[config.mk]
export PLATFORM = sky130hd
export DESIGN_NAME = dhsp_top
export DESIGN_NICKNAME = d
export VERILOG_FILES = /design/src/dhsp_pkg.sv /design/src/dhsp_sync.sv /design/src/dhsp_top.sv
export SDC_FILE = /design/constraint.sdc
export NUM_CORES = 1
export LEC_CHECK = 0
export ABC_CLOCK_PERIOD_IN_PS = 5880
export BUFFER_PORTS_ARGS = -buffer_cell sky130_fd_sc_hd__buf_4
export CORE_MARGIN = 2
export CORE_UTILIZATION = 55
export DETAILED_ROUTE_END_ITERATION = 7
export GPL_TIMING_DRIVEN = 1
export PLACE_DENSITY = 0.78
export SLEW_MARGIN = 40
export SYNTH_ARGS = -nofsm -noshare
export SYNTH_HDL_FRONTEND = slang
export SYNTH_SLANG_ARGS = --single-unit
[constraint.sdc]
create_clock -name clk_i -period 5.88 [get_ports clk_i]
set_input_delay 0.588 -clock clk_i [delete_from_list [all_inputs] [get_ports clk_i]]
set_output_delay 0.588 -clock clk_i [all_outputs]
set_load 0.01 [all_outputs]
[src/dhsp_pkg.sv]
package dhsp_pkg;
   // ----------------------------------------
   // Timing
   // ----------------------------------------
   localparam int CLK_MHZ = 40;
   localparam int INSTR_NS = 122;
   // One instruction per system clock, never less than one cycle
   localparam int INSTR_CYC_RAW = (INSTR_NS * CLK_MHZ) / 1000;
   localparam int INSTR_CYC = (INSTR_CYC_RAW < 1) ? 1 : 1;
   localparam int SYNC_STAGES = 2;

   // ----------------------------------------
   // Program counter and stack
   // ----------------------------------------
   localparam int PC_W = 11;
   localparam logic [10:0] PC_RST = 11'h000;
   localparam logic [10:0] IRQ_VECTOR = 11'h100;
   localparam logic [10:0] PC_STEP = 11'h001;
   localparam int STK_DEPTH = 4;
   localparam logic [2:0] SP_RST = 3'h0;
   localparam logic [2:0] SP_FULL = 3'h4;

   // ----------------------------------------
   // Host port
   // ----------------------------------------
   localparam int HD_W = 8;
   localparam logic [7:0] DR_RST = 8'h00;
   localparam logic [15:0] STAT_RST = 16'h0000;
   // Status field positions in the 16-bit register
   localparam int ST_RQM = 15;
   localparam int ST_DMA = 14;
   localparam int ST_SOL = 13;
   localparam int ST_SIL = 12;
   localparam int ST_IE = 11;
   localparam int ST_GP1 = 10;
   localparam int ST_GP0 = 9;
   localparam int ST_HI = 8;

   // ----------------------------------------
   // Serial channel
   // ----------------------------------------
   localparam logic [4:0] LEN16 = 5'h10;
   localparam logic [4:0] LEN8 = 5'h08;
   localparam logic [4:0] CNT_RST = 5'h00;
   localparam logic [4:0] CNT_STEP = 5'h01;
   localparam logic [15:0] SH_RST = 16'h0000;

   // Synchroniser bit positions
   localparam int SY_W = 18;
   localparam int SY_CS = 0;
   localparam int SY_RD = 1;
   localparam int SY_WR = 2;
   localparam int SY_A0 = 3;
   localparam int SY_DMA_GRANT_N = 4;
   localparam int SY_INT = 5;
   localparam int SY_SCK = 6;
   localparam int SY_SI = 7;
   localparam int SY_SERIAL_IN_ENABLE_N = 8;
   localparam int SY_SERIAL_OUT_ENABLE_N = 9;
   localparam int SY_DAT = 10;
   // Idle level of every synchronised pin
   localparam logic [17:0] SY_RST = 18'h3FFDF;
endpackage

[src/dhsp_sync.sv]
`timescale 1ns/1ps
module dhsp_sync #(
   parameter int W = 1,
   parameter logic [W-1:0] RST_VAL = '0
) (
   input wire logic clk_i,
   input wire logic rst_n_i,
   input wire logic [W-1:0] d_i,
   output logic [W-1:0] q_o
);
   import dhsp_pkg::*;

   typedef struct packed {
      logic [W-1:0] meta;
      logic [W-1:0] stable;
   } dhsp_sync_s;

   dhsp_sync_s q, n;

   // First stage feeds only the second stage
   always_comb
   begin
      n = q;
      n.meta = d_i;
      n.stable = q.meta;
   end

   always_ff @(posedge clk_i)
   begin
      if (!rst_n_i)
      begin
         q <= {RST_VAL, RST_VAL};
      end
      else
      begin
         q <= n;
      end
   end

   assign q_o = q.stable;
endmodule // dhsp_sync

[src/dhsp_top.sv]
`timescale 1ns/1ps
// Contract
// - Every instruction takes exactly one system clock period.
// - Interrupt pin rising edge redirects execution only while enabled.
// - Accepted interrupt loads program counter with 100H, pushes return address unless the four-entry stack is full.
// - Host data port is eight-bit, three-state, steered by select and strobes.
// - Host reads and writes are accepted only while chip select or DMA grant is low.
// - Register select low reads data transfer, high reads status.
// - Select and read strobe low drive the chosen register out.
// - Select and write strobe low load the data transfer register.
// - Status is sixteen bits; only its upper byte reaches the host.
// - In DMA mode the DMA request output asks for a transfer.
// - DMA grant low acts like chip select low with register select low.
// - Master request flag follows host transfers even in DMA mode.
// - Serial input sampled on serial clock rising edge while input enabled.
// - Serial output shifts on falling edge while enabled, else three-stated.
// - Serial output request rises on load, falls when word is out.
// - Serial input length bit selects sixteen or eight bits.
// - Serial output length bit selects sixteen or eight bits.
// - Two general-purpose outputs follow program-set levels.
module dhsp_top (
   input wire logic clk_i,
   input wire logic rst_n_i,
   // Host pins
   input wire logic chip_select_n_i,
   input wire logic read_strobe_n_i,
   input wire logic write_strobe_n_i,
   input wire logic register_select_line_i,
   input wire logic dma_grant_n_i,
   input wire logic [dhsp_pkg::HD_W-1:0] host_data_i,
   output logic [dhsp_pkg::HD_W-1:0] host_data_o,
   output logic host_data_oe_o,
   output logic dma_request_out_o,
   // Interrupt, serial and general-purpose pins
   input wire logic irq_i,
   input wire logic serial_clk_i,
   input wire logic serial_in_i,
   input wire logic serial_in_enable_n_i,
   input wire logic serial_out_enable_n_i,
   output logic serial_out_o,
   output logic serial_out_oe_o,
   output logic serial_out_request_o,
   output logic gp_out_0_o,
   output logic gp_out_1_o,
   // Program side control
   input wire logic irq_enable_bit_i,
   input wire logic serial_in_length_sel_i,
   input wire logic serial_out_length_sel_i,
   input wire logic dma_mode_i,
   input wire logic gp_level_0_i,
   input wire logic gp_level_1_i,
   input wire logic ret_i,
   input wire logic dr_load_i,
   input wire logic [dhsp_pkg::HD_W-1:0] dr_load_data_i,
   input wire logic so_load_i,
   input wire logic [15:0] so_load_data_i,
   output logic [dhsp_pkg::PC_W-1:0] pc_o,
   output logic irq_taken_o,
   output logic [dhsp_pkg::HD_W-1:0] dr_data_o,
   output logic dr_written_o,
   output logic [15:0] si_word_o,
   output logic si_valid_o
);
   import dhsp_pkg::*;

   // ----------------------------------------
   // State
   // ----------------------------------------
   typedef struct packed {
      logic [10:0] pc;
      logic [3:0][10:0] stk;
      logic [2:0] sp;
      logic irq_take;
      logic int_prev;
      logic sck_prev;
      logic [15:0] stat;
      logic [7:0] dr;
      logic dr_wr;
      logic wr_act;
      logic rd_act;
      logic [7:0] dout;
      logic doe;
      logic dma_request_out;
      logic [15:0] si_sh;
      logic [4:0] si_cnt;
      logic [15:0] si_word;
      logic si_vld;
      logic [15:0] so_sh;
      logic [4:0] so_cnt;
      logic serial_out_request;
      logic so_bit;
      logic so_oe;
   } dhsp_state_s;

   dhsp_state_s q, n;
   logic [SY_W-1:0] pins_raw;
   logic [SY_W-1:0] pins;

   // ----------------------------------------
   // Pin synchronisers
   // ----------------------------------------
   assign pins_raw = {host_data_i, serial_out_enable_n_i, serial_in_enable_n_i, serial_in_i,
                      serial_clk_i, irq_i, dma_grant_n_i, register_select_line_i,
                      write_strobe_n_i, read_strobe_n_i, chip_select_n_i};

   dhsp_sync #(
      .W(SY_W),
      .RST_VAL(SY_RST)
   ) u_sync (
      .clk_i(clk_i),
      .rst_n_i(rst_n_i),
      .d_i(pins_raw),
      .q_o(pins)
   );

   logic grant;
   logic host_sel;
   logic rd_now;
   logic wr_now;
   logic sck_rise;
   logic sck_fall;
   logic int_rise;
   logic [4:0] si_len;
   logic [4:0] so_len;

   always_comb
   begin
      grant = !pins[SY_DMA_GRANT_N];
      host_sel = !pins[SY_CS] || grant;
      rd_now = host_sel && !pins[SY_RD];
      wr_now = host_sel && !pins[SY_WR];
      sck_rise = pins[SY_SCK] && !q.sck_prev;
      sck_fall = !pins[SY_SCK] && q.sck_prev;
      int_rise = pins[SY_INT] && !q.int_prev;
      si_len = q.stat[ST_SIL] ? LEN8 : LEN16;
      so_len = q.stat[ST_SOL] ? LEN8 : LEN16;
   end

   // ----------------------------------------
   // Next state
   // ----------------------------------------
   always_comb
   begin
      n = q;
      n.sck_prev = pins[SY_SCK];
      n.int_prev = pins[SY_INT];
      n.irq_take = 1'b0;
      n.dr_wr = 1'b0;
      n.si_vld = 1'b0;

      // One instruction per clock
      n.pc = q.pc + PC_STEP;
      if (ret_i && q.sp != SP_RST)
      begin
         n.pc = q.stk[q.sp[1:0] - 2'h1];
         n.sp = q.sp - 3'h1;
      end
      if (int_rise && q.stat[ST_IE])
      begin
         n.pc = IRQ_VECTOR;
         n.irq_take = 1'b1;
         if (q.sp != SP_FULL)
         begin
            n.stk[q.sp[1:0]] = q.pc + PC_STEP;
            n.sp = q.sp + 3'h1;
         end
      end

      // Program-set status bits; low byte never leaves the chip
      n.stat[ST_DMA] = dma_mode_i;
      n.stat[ST_SOL] = serial_out_length_sel_i;
      n.stat[ST_SIL] = serial_in_length_sel_i;
      n.stat[ST_IE] = irq_enable_bit_i;
      n.stat[ST_GP1] = gp_level_1_i;
      n.stat[ST_GP0] = gp_level_0_i;
      n.stat[ST_HI] = 1'b0;
      n.stat[7:0] = 8'h00;

      // Host port
      n.rd_act = rd_now;
      n.wr_act = wr_now;
      if (wr_now)
      begin
         n.dr = pins[SY_DAT +: HD_W];
      end
      if (rd_now)
      begin
         // Grant forces the data transfer register
         n.dout = (pins[SY_A0] && !grant) ? q.stat[15:8] : q.dr;
      end
      n.doe = rd_now;
      // Handshake ends when the strobe is released
      if ((q.rd_act && !rd_now) || (q.wr_act && !wr_now))
      begin
         n.stat[ST_RQM] = 1'b0;
         n.dr_wr = q.wr_act && !wr_now;
      end
      // Program load wins over a host clear in the same cycle
      if (dr_load_i)
      begin
         n.dr = dr_load_data_i;
         n.stat[ST_RQM] = 1'b1;
      end
      n.dma_request_out = n.stat[ST_DMA] && n.stat[ST_RQM];

      // Serial input
      if (sck_rise && !pins[SY_SERIAL_IN_ENABLE_N])
      begin
         n.si_sh = {q.si_sh[14:0], pins[SY_SI]};
         n.si_cnt = q.si_cnt + CNT_STEP;
         if (q.si_cnt + CNT_STEP == si_len)
         begin
            n.si_word = q.stat[ST_SIL] ? {8'h00, q.si_sh[6:0], pins[SY_SI]}
                                       : {q.si_sh[14:0], pins[SY_SI]};
            n.si_vld = 1'b1;
            n.si_cnt = CNT_RST;
         end
      end

      // Serial output, MSB of the selected length first
      n.so_oe = !pins[SY_SERIAL_OUT_ENABLE_N];
      if (sck_fall && !pins[SY_SERIAL_OUT_ENABLE_N] && q.serial_out_request)
      begin
         n.so_bit = q.stat[ST_SOL] ? q.so_sh[7] : q.so_sh[15];
         n.so_sh = {q.so_sh[14:0], 1'b0};
         n.so_cnt = q.so_cnt + CNT_STEP;
         if (q.so_cnt + CNT_STEP == so_len)
         begin
            n.serial_out_request = 1'b0;
            n.so_cnt = CNT_RST;
         end
      end
      if (so_load_i)
      begin
         n.so_sh = so_load_data_i;
         n.so_cnt = CNT_RST;
         n.serial_out_request = 1'b1;
      end
   end

   // is mapped onto the active-low synchronous reset by the chip wrapper
   always_ff @(posedge clk_i)
   begin
      if (!rst_n_i)
      begin
         q <= '0;
         q.pc <= PC_RST;
         q.sp <= SP_RST;
         q.stat <= STAT_RST;
         q.dr <= DR_RST;
         q.int_prev <= 1'b0;
         q.sck_prev <= 1'b1;
         q.si_sh <= SH_RST;
         q.so_sh <= SH_RST;
         q.si_cnt <= CNT_RST;
         q.so_cnt <= CNT_RST;
      end
      else
      begin
         q <= n;
      end
   end

   // ----------------------------------------
   // Outputs
   // ----------------------------------------
   assign host_data_o = q.dout;
   assign host_data_oe_o = q.doe;
   assign dma_request_out_o = q.dma_request_out;
   assign serial_out_o = q.so_bit;
   assign serial_out_oe_o = q.so_oe;
   assign serial_out_request_o = q.serial_out_request;
   assign gp_out_0_o = q.stat[ST_GP0];
   assign gp_out_1_o = q.stat[ST_GP1];
   assign pc_o = q.pc;
   assign irq_taken_o = q.irq_take;
   assign dr_data_o = q.dr;
   assign dr_written_o = q.dr_wr;
   assign si_word_o = q.si_word;
   assign si_valid_o = q.si_vld;

   // ----------------------------------------
   // Checks
   // ----------------------------------------
   pc_step_a: assert property (@(posedge clk_i) disable iff (!rst_n_i)
      (!ret_i && !(int_rise && q.stat[ST_IE])) |=> (q.pc == $past(q.pc) + PC_STEP))
      else $error("pc did not advance by one");

   irq_vector_a: assert property (@(posedge clk_i) disable iff (!rst_n_i)
      (int_rise && q.stat[ST_IE]) |=> (q.pc == IRQ_VECTOR && q.irq_take))
      else $error("enabled interrupt missed vector");

   irq_masked_a: assert property (@(posedge clk_i) disable iff (!rst_n_i)
      (!q.stat[ST_IE]) |=> !q.irq_take)
      else $error("interrupt taken while disabled");

   host_drive_a: assert property (@(posedge clk_i) disable iff (!rst_n_i)
      (rd_now && !pins[SY_A0] && !grant) |=> (q.doe && q.dout == $past(q.dr)))
      else $error("read did not drive transfer register");

   host_hiz_a: assert property (@(posedge clk_i) disable iff (!rst_n_i)
      (pins[SY_CS] && pins[SY_DMA_GRANT_N]) |=> !q.doe)
      else $error("data port driven without select");

   status_read_a: assert property (@(posedge clk_i) disable iff (!rst_n_i)
      (rd_now && pins[SY_A0] && !grant) |=> (q.dout == $past(q.stat[15:8])))
      else $error("status read returned wrong byte");

   dma_req_a: assert property (@(posedge clk_i) disable iff (!rst_n_i)
      (q.stat[ST_DMA] && q.stat[ST_RQM]) |-> ##[0:1] q.dma_request_out)
      else $error("dma request not raised");

   rqm_set_a: assert property (@(posedge clk_i) disable iff (!rst_n_i)
      dr_load_i |=> q.stat[ST_RQM])
      else $error("master request flag not set on load");

   serial_out_request_load_a: assert property (@(posedge clk_i) disable iff (!rst_n_i)
      so_load_i |=> (q.serial_out_request && q.so_cnt == CNT_RST))
      else $error("output request not raised on load");

   so_hold_a: assert property (@(posedge clk_i) disable iff (!rst_n_i)
      (pins[SY_SERIAL_OUT_ENABLE_N] && !so_load_i) |=> ($stable(q.so_sh) && !q.so_oe))
      else $error("serial out moved while disabled");

   si_hold_a: assert property (@(posedge clk_i) disable iff (!rst_n_i)
      pins[SY_SERIAL_IN_ENABLE_N] |=> ($stable(q.si_sh) && !q.si_vld))
      else $error("serial in moved while disabled");
endmodule // dhsp_top

After elaboration in Yosys (flattened, before gate mapping)
Index checks and enable logic that the tools add are counted.

Word-level logic and storage cells: 103. Register bits: 195. Output and inout port bits: 53. Input bits: 53.

Magnitude comparators: 3. Multiplexer cells: 22. $add $sub $neg: 6. Reductions and logical operators: 39. Bitwise gates (word level): 1. Equality and inequality tests: 3.

Operator list (number): $mux 57 (1); $mux 47 (1); $bwmux 44 (1); $mux 22 (2); $mux 11 (3); $mux 8 (3); $mux 23 (1); $bmux 11 s2 (1); $demux 11 s2 (1); $mux 16 (1); $logic_and 1x1->1 (15); $add 11x1->11 const B (1); $logic_not 1->1 (11); $add 5x1->5 const B (2); $eq 5x5->1 (2); $mux 5 (2); $reduce_and 2->1 (5); $lt 2x3->1 const B (2); $mux 6 (1); $reduce_bool 2->1 (3); $reduce_or 2->1 (2); $add 3x1->3 const B (1); $mux 1 (3); $mux 3 (1); other kinds (7) (8).

Logic depth before layout (Yosys ltp)
Depth in word-level cells: 9. Mapped depth: 8. Mapped depth without buffers: 7.

By module
Synthesis repeated with hierarchy kept, for this count alone.

Cells, all modules: 783. Area, all modules: 7484.7 sq um.

Modules (own cells, without submodules): dhsp_top (area an instance 6513.7 sq um, times used 1, cells an instance 708); dhsp_sync (area an instance 970.9 sq um, times used 1, cells an instance 75).

Least setup slack after synthesis
Ideal clock, no wire load.

Kind: flip-flop to flip-flop. Start point: reg q[102] (netlist bit). End point: reg (tool-made name). Arrival: 2.097 ns. Data required time: 5.794 ns. Path slack: 3.698 ns. Cell stages (with the launch flop): 9. Setup time: 0.086 ns. Cells stage by stage: dfxtp_1 > buf_2 > inv_1 > ha_1 > a21oi_1 > and2_1 > clkbuf_1 > nor2_1 > a211oi_1.

RTL lines: start, declared (RTL line dhsp_top.sv:95) `dhsp_state_s q, n;`; start signal, assigned (RTL line dhsp_top.sv:260) `q <= n;`.

==> results.sh <==
export IMPL_power_density_nw_per_um2=350.7
export IMPL_grt_max_degree=86
export IMPL_fin_ws_ps=3167
export IMPL_clockBufferDepth=2
export IMPL_rows=42
export IMPL_cts_sinks=185
export IMPL_setup_worst_path_end_class="flop"
export IMPL_die_h_um=119.2
export IMPL_drcViolationCount=0
export IMPL_dp_hpwl_um=9976
export IMPL_drt_iter0_drc=479
export IMPL_slew_headroom_pct=47.81
export IMPL_cp_start_kind="flop"
export IMPL_cp_num_buf_inv=1
export IMPL_r2r_start="q[102]$_SDFF_PN0_"
export IMPL_grt_pass1_wl_um=24020
export IMPL_totalPowerFinal_mw=2.955
export IMPL_yosys_warnings=0
export IMPL_drive_gt1_share_pct=19.90
export IMPL_hold_violations=0
export IMPL_path_clk_slew_ps=60
export IMPL_drt_wl_total_um=14700
export IMPL_cts_resized=0
export IMPL_die_area_um2=14210
export IMPL_netlist_area_um2=7301
export IMPL_grt_pass1_vias=5100
export IMPL_wire_per_inst_um=15.08
export IMPL_holdPathEnd="u_sync.n[12]$_SDFF_PN1_"
export IMPL_hold_start="host_data_i[2]"
export IMPL_reg2reg_slack_ps=3170
export IMPL_post_route_util_pct=64.39
export IMPL_ys_seq_elements=185
export IMPL_h_tree_depth=4
export IMPL_cp_max_fo=21
export IMPL_core_um2=13090
export IMPL_numPortBuffers=105
export IMPL_io_pins=106
export IMPL_nets=850
export IMPL_drt_pass1_iterations=5
export IMPL_cp_slowest_cell="and2_1"
export IMPL_leakagePower_nw=3.162
export IMPL_crit_path_cell_trace="inv_1, ha_1, a21oi_1, and2_1, o21ai_0, a21oi_1"
export IMPL_viasPerCell=5.467
export IMPL_min_period_ps=2713
export IMPL_min_path_type="in2reg"
export IMPL_rsz0062_at_grt="false"
export IMPL_path_common_cell="a21oi_1"
export IMPL_holdPathStages=2
export IMPL_ys_async_sr_fraction_pct=0
export IMPL_nFillCells=984
export IMPL_holdWs_ps=343.3
export IMPL_finClkSkew_ps=6.689
export IMPL_synth_fp_nets=812
export IMPL_overflow=0
export IMPL_syn2layout_area_growth_pct=15.41
export IMPL_fp_dieW_um=119.2
export IMPL_fmax_mhz=368.6
export IMPL_cpPeakStageDelay_ps=700
export IMPL_clk_latency_ps=420
export IMPL_worstRegToRegCells=6
export IMPL_yosysSeqAreaShare_pct=50.73
export IMPL_register_area_um2=3705
export IMPL_peakVddDrop_mv=0.2112
export IMPL_status="finished clean"
export IMPL_dp_slack_ps=2888
export IMPL_antenna_found_initial=0
export IMPL_finalSetupTns_ps=0
export IMPL_cts_tree="built"
export IMPL_gr_usage_all_layers_pct=21.07
export IMPL_tightest_slew_ps=780.9
export IMPL_period_share_pct=46.13
export IMPL_clockRootBuffer="clkbuf_16"
export IMPL_setup_viol=0
export IMPL_required_ps=6220
export IMPL_synth_cells=751
export IMPL_start_util_pct=55.79
export IMPL_arrival_ps=3060
export IMPL_diodes=0
export IMPL_post_cts_buffers=0
export IMPL_slew_violations=0
export IMPL_critPathTopFamily="compound AO/OA/AOI/OAI gates"
export IMPL_ant_nets=0
export IMPL_synth_cell_types=47
export IMPL_synth_edf_count=0
export IMPL_max_cap_viol_count=0
export IMPL_place_congestion=0.8095
export IMPL_syn_avg_cell_area_um2=9.721
export IMPL_cts_buffers=17
export IMPL_hold_buffers=0
export IMPL_multi_input_area_um2=3069
export IMPL_path_class="reg2reg"
export IMPL_vias=5330
export IMPL_synthFlopType="dfxtp_1"
-- how the worst max path moves through the flow --
stage	to	slack, ps	cells after the start	from
after global placement	flop	3090	6	q[102]$_SDFF_PN0_
after global routing	flop	2960	6	q[102]$_SDFF_PN0_
final	flop	3170	6	q[102]$_SDFF_PN0_
after CTS	flop	2830	6	q[102]$_SDFF_PN0_
after floorplan	flop	3700	8	q[102]$_SDFF_PN0_
after detailed placement	flop	2890	6	q[102]$_SDFF_PN0_
-- layout make-up --
class / instances / area share (%)
flip-flops and latches: 185 / 43.97
multi-input cells: 472 / 36.43
clock inverters: 7 / 1.396
inverters: 6 / 0.2673
well taps: 176 / 2.614
clock buffers: 22 / 5.747
repair buffers: 107 / 9.578
-- per-layer routing --
metal  wire length (µm)  global-route usage [%]  vias up
met5                  0                       0        -
met4                372                   10.04        0
met3                623                   4.454       32
met2               7471                   35.52      123
met1               6233                   25.71     2542
li1                   -                       -     2633
-- Yosys cell counts (all sizes together) (2+ instances only) --
cell type	number	area share [%]
a211oi	51	5.2
a21oi	52	3.8
a22o	16	1.9
a311oi	8	0.96
and2	16	1.4
and3	4	0.34
buf	54	5.3
clkbuf	34	1.8
dfxtp	185	51
ha	8	1.4
inv	6	0.31
mux2i	30	4.1
mux4	11	3.4
nand2	55	2.8
nand2b	38	3.3
nand3	20	1.4
nand4	2	0.17
nor2	95	4.9
nor2b	2	0.17
nor3	4	0.27
nor3b	4	0.41
nor4	2	0.38
nor4b	2	0.33
o21ai	20	1.4
o22ai	2	0.17
or3	2	0.24
xnor2	13	1.7
xor2	6	0.72
-- per-stage QoR --
step	instances	area, µm²
2_1_floorplan	751	7301
3_3_place_gp	946	7809
3_5_place_dp	946	7819
4_1_cts	975	8421
5_1_grt	975	8426
6_report	975	8426
-- worst reg2reg max path: cells and delay by family, from the launching register on --
family	cells	cell delay (ps)
AOI/OAI and AO/OA	3	790
adders and majority gates	1	300
buffers and inverters	1	210
DFF	1	630
and+or+nand+nor	1	700
-- logic make-up (layout without fill, tap and decap cells) --
kind of cell               count (synthesis)  count (layout)  synth area share [%]
muxes                                     41              41                 7.506
buffers and inverters                     94             142                 7.438
xor gates and xnor gates                  19              19                 2.382
and+or+nand+nor                          251             251                 16.69
AOI/OAI and AO/OA                        153             153                 13.88
adders and majority gates                  8               8                 1.371
DFF                                      185             185                 50.73
-- placed cells by master, fill, tap and decap left out, types with 2 or more instances in the layout --
| master | netlist | layout |
|---|---|---|
| o21ai_0 | 20 | 20 |
| dfxtp_1 | 185 | 184 |
| mux4_2 | 11 | 11 |
| nor2b_1 | 2 | 2 |
| nor3b_1 | 4 | 3 |
| inv_1 | 6 | 4 |
| inv_2 | 0 | 2 |
| and2_1 | 16 | 16 |
| nor2_1 | 95 | 95 |
| nand3_1 | 20 | 20 |
| o22ai_1 | 2 | 2 |
| clkbuf_8 | 0 | 4 |
| a21oi_1 | 50 | 49 |
| a21oi_2 | 1 | 2 |
| nand2_1 | 55 | 55 |
| mux2i_1 | 30 | 30 |
| nand4_1 | 2 | 2 |
| buf_4 | 43 | 106 |
| nand2b_1 | 38 | 38 |
| and3_1 | 4 | 4 |
| bufinv_16 | 0 | 3 |
| xnor2_1 | 12 | 12 |
| ha_1 | 8 | 8 |
| a211oi_1 | 51 | 51 |
| a22o_1 | 16 | 16 |
| a311oi_1 | 8 | 8 |
| nor3_1 | 4 | 4 |
| clkinvlp_4 | 0 | 3 |
| clkbuf_16 | 0 | 17 |
| xor2_1 | 6 | 6 |
-- power by group --
group          switching [mW]  internal (mW)  total (mW)
registers              0.0809           1.32        1.40
logic                   0.218          0.182       0.400
clock network           0.448          0.706        1.15
total                   0.747           2.21        2.95
No activity file was read; power rests on OpenSTA's default activity.
